File: src/fsp_defs.svh
// Constants for the flash status polling controller
`ifndef FSP_DEFS_SVH
`define FSP_DEFS_SVH

// Register map of the controller
`define FSP_REG_CTRL      4'h0
`define FSP_REG_ADDR      4'h1
`define FSP_REG_STATUS    4'h2
`define FSP_REG_DATA      4'h3
`define FSP_REG_TIMEOUT   4'h4

// Command codes in CTRL[1:0]
`define FSP_CMD_POLL      2'h1
`define FSP_CMD_RESET     2'h2
`define FSP_CMD_SECT_ADD  2'h3

// Status bit positions
`define FSP_ST_BUSY       0
`define FSP_ST_DONE       1
`define FSP_ST_FAIL       2
`define FSP_ST_ERASE_ON   3
`define FSP_ST_ADD_MISS   4
`define FSP_ST_RDY_PIN    5

// Flash data bit positions
`define FSP_BIT_POLL      7
`define FSP_BIT_TOG1      6
`define FSP_BIT_LIMIT     5
`define FSP_BIT_ETIMER    3
`define FSP_BIT_TOG2      2

// Reset value of the tries limit
`define FSP_TRIES_RST     16'hFFFF

// Bus cycle timing: 70 ns read and write cycle at 10 ns clock
`define FSP_CYCLE_NS      70
`define FSP_CLK_NS        10
`define FSP_CYCLE_CLKS    ((`FSP_CYCLE_NS + `FSP_CLK_NS - 1) / `FSP_CLK_NS)
// Reset command data and unlock-free sector erase confirm data
`define FSP_RESET_DATA    8'hF0
`define FSP_SECT_DATA     8'h30

`endif

File: src/fsp_pkg.sv
// Types for the flash status polling controller
package fsp_pkg;
    typedef enum logic [7:0] {
        FSP_IDLE  = 8'h01,
        FSP_RD1   = 8'h02,
        FSP_RD2   = 8'h04,
        FSP_RD3   = 8'h08,
        FSP_WR    = 8'h10,
        FSP_CHK0  = 8'h20,
        FSP_CHK1  = 8'h40,
        FSP_GAP   = 8'h80
    } fsp_state_t;

    typedef struct packed {
        logic        ce_n;
        logic        oe_n;
        logic        we_n;
        logic [19:0] addr;
        logic [7:0]  dout;
        logic        doe;
    } fsp_pins_t;
endpackage : fsp_pkg

File: src/fsp_ctrl.sv
// Host controller that polls flash write status and issues reset and erase adds
`timescale 1ns/1ps
`include "fsp_defs.svh"
module fsp_ctrl
    import fsp_pkg::*;
(
    // Clock and reset
    input  wire logic        clk,
    input  wire logic        rst,
    // Register port
    input  wire logic [3:0]  reg_addr,
    input  wire logic [31:0] reg_wdata,
    input  wire logic        reg_wr,
    input  wire logic        reg_rd,
    output logic [31:0]      reg_rdata,
    // Flash pins
    output logic             flash_ce_n,
    output logic             flash_oe_n,
    output logic             flash_we_n,
    output logic [19:0]      flash_addr,
    output logic [7:0]       flash_dq_o,
    output logic             flash_dq_oe,
    input  wire logic [7:0]  flash_dq_i,
    input  wire logic        ready_busy_output
);
    fsp_state_t  state_q, state_d;
    fsp_pins_t   pins_q, pins_d;
    logic [3:0]  cnt_q, cnt_d;
    logic [7:0]  first_q, first_d;
    logic [7:0]  data_q, data_d;
    logic [19:0] addr_q, addr_d;
    logic [15:0] tries_q, tries_d, tlim_q, tlim_d, used_q, used_d;
    logic        busy_q, busy_d, done_q, done_d, fail_q, fail_d;
    logic        eon_q, eon_d, miss_q, miss_d, add_q, add_d, rdy_q;
    logic [31:0] rdata_q, rdata_d;
    logic [7:0]  wdata_q, wdata_d;
    logic        toggling;

    // Toggle bit one changed between the two reads
    assign toggling = (first_q[`FSP_BIT_TOG1] != flash_dq_i[`FSP_BIT_TOG1]);

    // Next-state logic of the polling sequencer
    always_comb begin
        state_d = state_q;
        pins_d  = pins_q;
        cnt_d   = cnt_q;
        first_d = first_q;
        data_d  = data_q;
        addr_d  = addr_q;
        tries_d = tries_q;
        tlim_d  = tlim_q;
        used_d  = used_q;
        busy_d  = busy_q;
        done_d  = done_q;
        fail_d  = fail_q;
        eon_d   = eon_q;
        miss_d  = miss_q;
        add_d   = add_q;
        wdata_d = wdata_q;
        rdata_d = 32'h0000_0000;
        if (reg_wr && reg_addr == `FSP_REG_ADDR)
            addr_d = reg_wdata[19:0];
        if (reg_wr && reg_addr == `FSP_REG_TIMEOUT)
            tlim_d = reg_wdata[15:0];
        // Register read, answer one cycle later
        if (reg_rd) begin
            case (reg_addr)
                `FSP_REG_ADDR:    rdata_d = {12'h000, addr_q};
                `FSP_REG_DATA:    rdata_d = {24'h00_0000, data_q};
                `FSP_REG_TIMEOUT: rdata_d = {tlim_q, used_q};
                `FSP_REG_STATUS:  rdata_d = {26'h000_0000, rdy_q, miss_q, eon_q,
                                             fail_q, done_q, busy_q};
                default:          rdata_d = 32'h0000_0000;
            endcase
        end
        case (state_q)
            FSP_IDLE: begin
                pins_d = '{ce_n: 1'b1, oe_n: 1'b1, we_n: 1'b1,
                           addr: addr_q, dout: 8'h00, doe: 1'b0};
                if (reg_wr && reg_addr == `FSP_REG_CTRL) begin
                    case (reg_wdata[1:0])
                        `FSP_CMD_POLL: begin
                            // A new poll always begins with the double read
                            busy_d  = 1'b1;
                            done_d  = 1'b0;
                            fail_d  = 1'b0;
                            tries_d = 16'h0000;
                            add_d   = 1'b0;
                            state_d = FSP_RD1;
                        end
                        `FSP_CMD_RESET: begin
                            busy_d  = 1'b1;
                            wdata_d = `FSP_RESET_DATA;
                            add_d   = 1'b0;
                            state_d = FSP_WR;
                        end
                        `FSP_CMD_SECT_ADD: begin
                            // Timer flag checked before the added sector
                            busy_d  = 1'b1;
                            miss_d  = 1'b0;
                            state_d = FSP_CHK0;
                        end
                        default: state_d = FSP_IDLE;
                    endcase
                end
                cnt_d = 4'h0;
            end
            FSP_RD1, FSP_RD2, FSP_RD3, FSP_CHK0, FSP_CHK1: begin
                // One read cycle of the full byte at the valid address
                pins_d.ce_n = 1'b0;
                pins_d.oe_n = 1'b0;
                pins_d.doe  = 1'b0;
                pins_d.addr = addr_q;
                cnt_d = cnt_q + 4'h1;
                if (cnt_q == 4'(`FSP_CYCLE_CLKS)) begin
                    cnt_d = 4'h0;
                    pins_d.ce_n = 1'b1;
                    pins_d.oe_n = 1'b1;
                    state_d = FSP_GAP;
                    data_d  = flash_dq_i;
                    case (state_q)
                        FSP_RD1: begin
                            first_d = flash_dq_i;
                            state_d = FSP_RD2;
                        end
                        FSP_RD2: begin
                            if (!toggling) begin
                                done_d = 1'b1;
                                busy_d = 1'b0;
                                state_d = FSP_IDLE;
                            end else if (flash_dq_i[`FSP_BIT_LIMIT]) begin
                                first_d = flash_dq_i;
                                state_d = FSP_RD3;
                            end else if (tries_q == tlim_q) begin
                                // Give up for now; next poll starts over
                                busy_d = 1'b0;
                                state_d = FSP_IDLE;
                            end else begin
                                tries_d = tries_q + 16'h0001;
                                first_d = flash_dq_i;
                            end
                        end
                        FSP_RD3: begin
                            done_d = 1'b1;
                            fail_d = toggling;
                            busy_d = 1'b0;
                            state_d = FSP_IDLE;
                        end
                        FSP_CHK0: begin
                            if (flash_dq_i[`FSP_BIT_ETIMER]) begin
                                // Erase already running, add refused
                                eon_d = 1'b1;
                                miss_d = 1'b1;
                                busy_d = 1'b0;
                                state_d = FSP_IDLE;
                            end else begin
                                wdata_d = `FSP_SECT_DATA;
                                add_d   = 1'b1;
                                state_d = FSP_WR;
                            end
                        end
                        default: begin
                            // Second check after the add
                            eon_d  = flash_dq_i[`FSP_BIT_ETIMER];
                            miss_d = flash_dq_i[`FSP_BIT_ETIMER];
                            busy_d = 1'b0;
                            state_d = FSP_IDLE;
                        end
                    endcase
                end
            end
            FSP_WR: begin
                // One write cycle with data driven
                pins_d.ce_n = 1'b0;
                pins_d.we_n = 1'b0;
                pins_d.doe  = 1'b1;
                pins_d.dout = wdata_q;
                pins_d.addr = addr_q;
                cnt_d = cnt_q + 4'h1;
                if (cnt_q == 4'(`FSP_CYCLE_CLKS)) begin
                    cnt_d = 4'h0;
                    pins_d.ce_n = 1'b1;
                    pins_d.we_n = 1'b1;
                    if (add_q) begin
                        state_d = FSP_CHK1;
                    end else begin
                        busy_d = 1'b0;
                        fail_d = 1'b0;
                        eon_d  = 1'b0;
                        state_d = FSP_IDLE;
                    end
                end
            end
            FSP_GAP: begin
                // Bus idle one more cycle, two in all, before the next read
                pins_d.doe = 1'b0;
                state_d = busy_q ? FSP_RD2 : FSP_IDLE;
            end
            default: state_d = FSP_IDLE;
        endcase
        used_d = tries_d;
    end

    // State registers
    always_ff @(posedge clk) begin
        if (rst) begin
            state_q <= FSP_IDLE;
            pins_q  <= '{ce_n: 1'b1, oe_n: 1'b1, we_n: 1'b1,
                         addr: 20'h0_0000, dout: 8'h00, doe: 1'b0};
            cnt_q   <= 4'h0;
            first_q <= 8'h00;
            data_q  <= 8'h00;
            addr_q  <= 20'h0_0000;
            tries_q <= 16'h0000;
            tlim_q  <= `FSP_TRIES_RST;
            used_q  <= 16'h0000;
            busy_q  <= 1'b0;
            done_q  <= 1'b0;
            fail_q  <= 1'b0;
            eon_q   <= 1'b0;
            miss_q  <= 1'b0;
            add_q   <= 1'b0;
            wdata_q <= 8'h00;
            rdata_q <= 32'h0000_0000;
            rdy_q   <= 1'b1;
        end else begin
            state_q <= state_d;
            pins_q  <= pins_d;
            cnt_q   <= cnt_d;
            first_q <= first_d;
            data_q  <= data_d;
            addr_q  <= addr_d;
            tries_q <= tries_d;
            tlim_q  <= tlim_d;
            used_q  <= used_d;
            busy_q  <= busy_d;
            done_q  <= done_d;
            fail_q  <= fail_d;
            eon_q   <= eon_d;
            miss_q  <= miss_d;
            add_q   <= add_d;
            wdata_q <= wdata_d;
            rdata_q <= rdata_d;
            rdy_q   <= ready_busy_output;
        end
    end

    // Outputs straight from flip-flops
    assign reg_rdata   = rdata_q;
    assign flash_ce_n  = pins_q.ce_n;
    assign flash_oe_n  = pins_q.oe_n;
    assign flash_we_n  = pins_q.we_n;
    assign flash_addr  = pins_q.addr;
    assign flash_dq_o  = pins_q.dout;
    assign flash_dq_oe = pins_q.doe;
endmodule : fsp_ctrl

File: config.mk
export PLATFORM = sky130hd
export DESIGN_NAME = fsp_ctrl
export DESIGN_NICKNAME = d
export VERILOG_FILES = /design/src/fsp_pkg.sv /design/src/fsp_ctrl.sv
export VERILOG_INCLUDE_DIRS = /design/src /design/src/src
export SDC_FILE = /design/constraint.sdc
export NUM_CORES = 1
export LEC_CHECK = 0
export BUFFER_PORTS_ARGS = -buffer_cell sky130_fd_sc_hd__buf_2
export CAP_MARGIN = 20
export CELL_PAD_IN_SITES_DETAIL_PLACEMENT = 0
export CELL_PAD_IN_SITES_GLOBAL_PLACEMENT = 2
export CORE_MARGIN = 8
export CORE_UTILIZATION = 30
export CTS_CLUSTER_SIZE = 20
export DETAILED_ROUTE_END_ITERATION = 10
export GPL_TIMING_DRIVEN = 0
export HOLD_SLACK_MARGIN = 0.12
export PLACE_DENSITY_LB_ADDON = 0.25
export REMOVE_ABC_BUFFERS = 1
export SYNTH_ARGS = -nofsm -noshare
export SYNTH_HDL_FRONTEND = slang
export SYNTH_SLANG_ARGS = --single-unit
File: constraint.sdc
create_clock -name clk -period 2.3 [get_ports clk]
set_clock_uncertainty 0.15 [all_clocks]
set_input_delay 0.115 -clock clk [delete_from_list [all_inputs] [get_ports clk]]
set_output_delay 0.115 -clock clk [all_outputs]
set_load 0.01 [all_outputs]
# == Yosys cells after proc, flatten, opt, wreduce, memory -nomap -nowiden ==
# Cells that the tools add are included.
# totals
ff_bits,158
input_bits,49
out_inout_bits,64
word_cells,171
# classes
add_sub_neg,2
eq_ne,43
mux,73
bitwise,1
reduce_logical,30
# op_table
cell,n
$pmux W32 S4,1
$mux W16,7
$mux W8,11
$ne A2 B2 Y1 const B,16
$pmux W16 S2,1
$pmux W8 S2,2
$pmux W8 S4,1
$reduce_and A6 Y1,5
$mux W7,4
$mux W1,25
$pmux W8 S3,1
$pmux W1 S2,9
$pmux W6 S3,1
$add A16 B1 Y16 const B,1
$eq A16 B16 Y1,1
$pmux W7 S2,1
$reduce_or A7 Y1,2
$ne A3 B3 Y1 const B,4
$pmux W1 S3,4
$reduce_bool A2 Y1,6
$reduce_and A10 Y1,1
$eq A4 B2 Y1 const B,2
$eq A4 B3 Y1 const B,2
$eq A8 B1 Y1 const B,1
other kinds (32),40

# == Longest topological paths before layout ==
# logic_depth
ltp_word,7
ltp_mapped,9
mapped_depth_nobuf,7

# == Least setup slack after synthesis ==
# No wires, ideal clock.
# synth_timing
path_type,reg-to-reg
from,register state_q[1]
to,register state_q[0]
setup_time_ps,134
arrival_ps,2079
required_ps,2016
setup_slack_ps,-63
stages_incl_launch_ff,8
n_path_buf,2
period_less_slack_ps,2363
cell_sequence,dfxtp_1 > buf_6 > or4_4 > buf_6 > a221o_1 > nand2_2 > a21oi_1 > or4b_1
# synth_via
elab_chain_len,4
word_cells_on_any_way,16
classes_between,eq/ne (11); mux (3); reduce/logical (2)
# synth_rtl
item,line,text
start: declaration,fsp_ctrl.sv:26,"fsp_state_t state_q, state_d;"
start signal: assignment,fsp_ctrl.sv:227,state_q <= state_d;
$eq A8 B6 Y1 (tied with other cells),"fsp_ctrl.sv:76, fsp_ctrl.sv:121",
$pmux W8 S3 / $reduce_or A5 Y1 (equally long branches),"fsp_ctrl.sv:121, fsp_ctrl.sv:76",
$mux W8 / $ne A2 B2 Y1 (equally long branches),n/a,
$pmux W8 S4 / $reduce_and A3 Y1 (equally long branches),n/a,
# Several ways; a longest one is shown, not always the timed one. The select of a mux whose other input is x is not followed.
# A chain may end at the register's enable or synchronous reset.

# == Worst setup path in the final report ==
# layout_timing
from,register state_q[6]
to,register state_q[0]
# Same word-level chain as after synthesis.

==> run_summary.xml <==
<?xml version="1.0" encoding="UTF-8"?>
<metrics>
  <group name="run_status">
    <metric name="outcome" unit="">complete, but fails checks</metric>
    <metric name="failing_checks" unit="">negative setup slack</metric>
  </group>
  <group name="global_route">
    <metric name="number_of_antenna_violations_at_the_first_check_in_global_routing" unit="">0</metric>
    <metric name="first_pass_grt_wire_length" unit="um">31120</metric>
    <metric name="grt_start_max_net_pins" unit="">87</metric>
    <metric name="groute.usage.overall" unit="">0.1610</metric>
    <metric name="grt_remaining_overflow" unit="">0</metric>
    <metric name="number_of_global_route_vias_before_repair" unit="">5539</metric>
  </group>
  <group name="synthesis">
    <metric name="synth_sequential_area_ratio" unit="">0.4615</metric>
    <metric name="synth.top_cells.by_area" unit="">sky130_fd_sc_hd__dfxtp_1 46%, sky130_fd_sc_hd__nand2_1 6.7%, sky130_fd_sc_hd__a21oi_1 6.3%, sky130_fd_sc_hd__nor2_1 3.4%, sky130_fd_sc_hd__xor2_1 3.2%</metric>
    <metric name="async_reset_ff_frac" unit="">0</metric>
    <metric name="netlist.top_cell.by_area" unit="">sky130_fd_sc_hd__dfxtp_1</metric>
    <metric name="edff_count_synth" unit="">0</metric>
    <metric name="synth_top_flop_cell" unit="">sky130_fd_sc_hd__dfxtp_1</metric>
    <metric name="combined_area_of_all_synthesized_cells" unit="um^2">6073</metric>
    <metric name="post_synth_inst_count" unit="">707</metric>
    <metric name="ys_types" unit="">65</metric>
    <metric name="synth_seq_cells" unit="">140</metric>
    <metric name="yosysTopAreaCellShare" unit="">0.4615</metric>
    <metric name="synth_warnings" unit="">0</metric>
    <metric name="post_syn_area_per_cell" unit="um^2">8.590</metric>
  </group>
  <group name="timing">
    <metric name="final_critical_path_setup_slack" unit="ns">-0.02035</metric>
    <metric name="maxSlewViolCount" unit="">0</metric>
    <metric name="worstMarginPinSlew" unit="ns">0.7718</metric>
    <metric name="setup_violations" unit="">1</metric>
    <metric name="max_clock_freq" unit="MHz">431.0</metric>
    <metric name="worst_slew_margin_rel" unit="">0.4833</metric>
    <metric name="timing_hold_violations_final" unit="">0</metric>
    <metric name="shortest_clock_period_the_worst_path_allows_after_layout" unit="ns">2.320</metric>
    <metric name="grt_setup_unrepaired" unit="">yes</metric>
    <metric name="finalCritPeriodShare" unit="">1.009</metric>
  </group>
  <group name="detailed_routing">
    <metric name="detailedRoute.firstIterationViolations" unit="">334</metric>
    <metric name="detailroute.wirelength.met3" unit="um">919</metric>
    <metric name="route.vias.total" unit="">5605</metric>
    <metric name="routedLengthMet1" unit="um">8948</metric>
    <metric name="routed_via_density" unit="">4.960</metric>
    <metric name="route.final.wire_length" unit="um">19910</metric>
    <metric name="antenna_violating_nets_post_route" unit="">0</metric>
    <metric name="highest-signal-layer" unit="">met4</metric>
    <metric name="detail_route.drc_violations" unit="">0</metric>
    <metric name="avgRoutedWirePerCell" unit="um">17.62</metric>
    <metric name="dr_wl_met2" unit="um">9661</metric>
    <metric name="detail_route.first_pass.iterations" unit="">5</metric>
  </group>
  <group name="worst_setup_path">
    <metric name="critical_path.startpoint_type" unit="">register</metric>
    <metric name="timing.critical_path.required" unit="ns">2.44</metric>
    <metric name="cp_data_arrival_time" unit="ns">2.46</metric>
    <metric name="worstRegToRegCells" unit="">5</metric>
    <metric name="critical_path_class" unit="">register to register</metric>
    <metric name="critical_path.max_fanout" unit="">4</metric>
    <metric name="setup.reg_to_reg.worst_slack" unit="ns">-0.02</metric>
    <metric name="endpoint_kind_of_the_worst_setup_timing_path" unit="">register</metric>
  </group>
  <group name="floorplan">
    <metric name="floorplan.io_pins" unit="">113</metric>
    <metric name="die_outline_area" unit="um^2">25050</metric>
    <metric name="die-width" unit="um">158.3</metric>
    <metric name="rows" unit="">52</metric>
    <metric name="die-height" unit="um">158.3</metric>
    <metric name="floorplan.core_area" unit="um^2">20040</metric>
    <metric name="initial_core_util" unit="">0.3031</metric>
  </group>
  <group name="power">
    <metric name="power_per_cell_area" unit="nW/um^2">886.3</metric>
    <metric name="power.switching_fraction" unit="">0.3367</metric>
    <metric name="power.internal" unit="mW">4.817</metric>
    <metric name="power.sequential.fraction" unit="">0.360</metric>
    <metric name="p_switching" unit="mW">2.445</metric>
    <metric name="ir_worst_vdd" unit="uV">506.2</metric>
    <metric name="power_leakage" unit="nW">3.187</metric>
    <metric name="pwr-share-clk" unit="">0.357</metric>
    <metric name="combinationalPowerShare" unit="">0.284</metric>
  </group>
  <group name="finish">
    <metric name="post_route_cells_drive_above_1_share" unit="">0.2593</metric>
    <metric name="final_core_util" unit="">0.4088</metric>
    <metric name="n_antenna_cell" unit="">0</metric>
    <metric name="total_nets_final" unit="">905</metric>
    <metric name="areaGrowthSynthToFinish" unit="%">34.90</metric>
    <metric name="design_area" unit="um^2">8193</metric>
    <metric name="num-fill-cells" unit="">2074</metric>
    <metric name="register_area" unit="um^2">2823</metric>
    <metric name="multi_input_gate_area" unit="um^2">3254</metric>
  </group>
  <group name="clock_network">
    <metric name="cts_root_buffer_type" unit="">sky130_fd_sc_hd__clkbuf_16</metric>
    <metric name="worst_skew_pair.late_latency" unit="ns">0.42</metric>
    <metric name="cts_htree_levels" unit="">4</metric>
    <metric name="tritoncts.num_buffers" unit="">17</metric>
    <metric name="clock_path_buffers" unit="">2</metric>
    <metric name="cts_tree" unit="">built</metric>
    <metric name="path_clk_slew" unit="ns">0.06</metric>
    <metric name="clock_sink_count" unit="">140</metric>
  </group>
  <group name="min_path">
    <metric name="timing.hold.worst.class" unit="">input pin to register</metric>
    <metric name="hold_path_depth" unit="">4</metric>
  </group>
  <group name="place">
    <metric name="dpl-instance-area" unit="um^2">6761</metric>
    <metric name="routability_driven_placement_congestion_ratio" unit="">0.8246</metric>
    <metric name="post-dp-hpwl" unit="um">13520</metric>
    <metric name="io_buffer_count" unit="">96</metric>
  </group>
  <group name="run">
    <metric name="drv_cap" unit="">0</metric>
  </group>
</metrics>
layout by cell type, fill, tap and decap left out, types with 21 or more instances in the layout:
cell	instances
sky130_fd_sc_hd__buf_2	95
sky130_fd_sc_hd__and3_1	22
sky130_fd_sc_hd__buf_4	39
sky130_fd_sc_hd__dfxtp_1	134
sky130_fd_sc_hd__o21ai_0	21
sky130_fd_sc_hd__dlygate4sd3_1	32
sky130_fd_sc_hd__xor2_1	21
sky130_fd_sc_hd__a21oi_1	75
sky130_fd_sc_hd__nand2_1	104
sky130_fd_sc_hd__nor2_1	52
metal layers:
metal / global-route usage / up-vias
li1: - / 2777
met1: 0.2001 / 2684
met2: 0.2717 / 126
met3: 0.03257 / 18
met4: 0.05658 / 0
met5: 0 / -
critical path, cell delays in order (launching register included):
cell,delay [ns]
sky130_fd_sc_hd__dfxtp_4,0.35
sky130_fd_sc_hd__or4_4,0.60
sky130_fd_sc_hd__a221o_2,0.45
sky130_fd_sc_hd__nand2_4,0.10
sky130_fd_sc_hd__a21oi_2,0.03
sky130_fd_sc_hd__or4b_1,0.51
power by group through the flow:
stage          logic, mW  registers [mW]  clock network [mW]
5_1_grt             2.21            2.62                2.78
3_5_place_dp        1.60            2.65                   0
6_report            2.06            2.61                2.59
3_3_place_gp        1.48            2.65                   0
4_1_cts             1.93            2.60                2.66
2_1_floorplan      0.868            2.63                   0
final timing paths:
| kind | startpoint | endpoint |
|---|---|---|
| setup / recovery | state_q[6] | state_q[0] |
| hold / removal | reg_addr[0] | reg_rdata[5] |
| setup reg to reg | state_q[6] | state_q[0] |
| hold reg to reg | flash_addr[16] | flash_addr[16] |
cells in the mapped netlist (8+ instances only):
library cell               number
sky130_fd_sc_hd__ha_1           8
sky130_fd_sc_hd__nand3_1       21
sky130_fd_sc_hd__nor2_1        55
sky130_fd_sc_hd__nor4_1         8
sky130_fd_sc_hd__clkbuf_1      37
sky130_fd_sc_hd__a222oi_1       8
sky130_fd_sc_hd__a21oi_1       77
sky130_fd_sc_hd__inv_1          8
sky130_fd_sc_hd__mux2i_1       11
sky130_fd_sc_hd__o21ai_0       23
sky130_fd_sc_hd__a211o_1       17
sky130_fd_sc_hd__and2_1        16
sky130_fd_sc_hd__nand2_1      108
sky130_fd_sc_hd__and3_1        23
sky130_fd_sc_hd__or3_1         15
sky130_fd_sc_hd__a22oi_1       14
sky130_fd_sc_hd__xor2_1        22
sky130_fd_sc_hd__dfxtp_1      140
sky130_fd_sc_hd__nand2b_1      10
sky130_fd_sc_hd__nand4_1        9
layout make-up:
type                            count  share of cell area
Clock inverter                     10             0.01130
Multi-Input combinational cell    510              0.3972
Tap cell                          270             0.04123
Inverter                            8            0.003665
Timing Repair Buffer              171              0.1458
Sequential cell                   140              0.3445
Clock buffer                       21             0.05620
sequential cells by signal (all words and copies together), names as in the netlist, 2 cells and up:
| register | cells |
|---|---|
| tlim_q | 16 |
| state_q | 8 |
| wdata_q | 2 |
| flash_addr | 20 |
| data_q | 8 |
| flash_dq_o | 2 |
| used_q | 16 |
| addr_q | 20 |
| reg_rdata | 32 |
| cnt_q | 4 |
metrics by stage:
step | worst slack, ns | hold slack, ns | TNS (ns) | total power, mW | cells
2_1_floorplan | -0.8651 | 0.03407 | -35.96 | 3.495 | 658
3_3_place_gp | -3.686 | 0.1809 | -234.51 | 4.124 | 1024
3_5_place_dp | -1.190 | 0.1815 | -56.51 | 4.244 | 1029
4_1_cts | -0.01646 | 0.1508 | -0.05882 | 7.188 | 1114
5_1_grt | -0.06696 | 0.1960 | -0.2874 | 7.611 | 1130
6_report | -0.02035 | 0.1747 | -0.02035 | 7.261 | 1130
cells by family after synthesis:
family,after synthesis,synth area share
adder cells (fa/ha/maj),8,0.01648
flip-flops,140,0.4615
other,1,0.0006175
buffers and inverters,60,0.04450
AO/OA/AOI/OAI,165,0.1749
XOR/XNOR,23,0.03317
AND/OR/NAND/NOR,298,0.2489
multiplexers,12,0.01998
what timing repair did:
item,4_1_cts,5_1_grt
hold buffers,32,0
setup buffers,22,16
endpoints found under the hold margin,78,0
resized for setup,44,16
endpoints found under the setup margin,88,38
pin swaps,10,12
No activity file was read; power rests on OpenSTA's default activity.
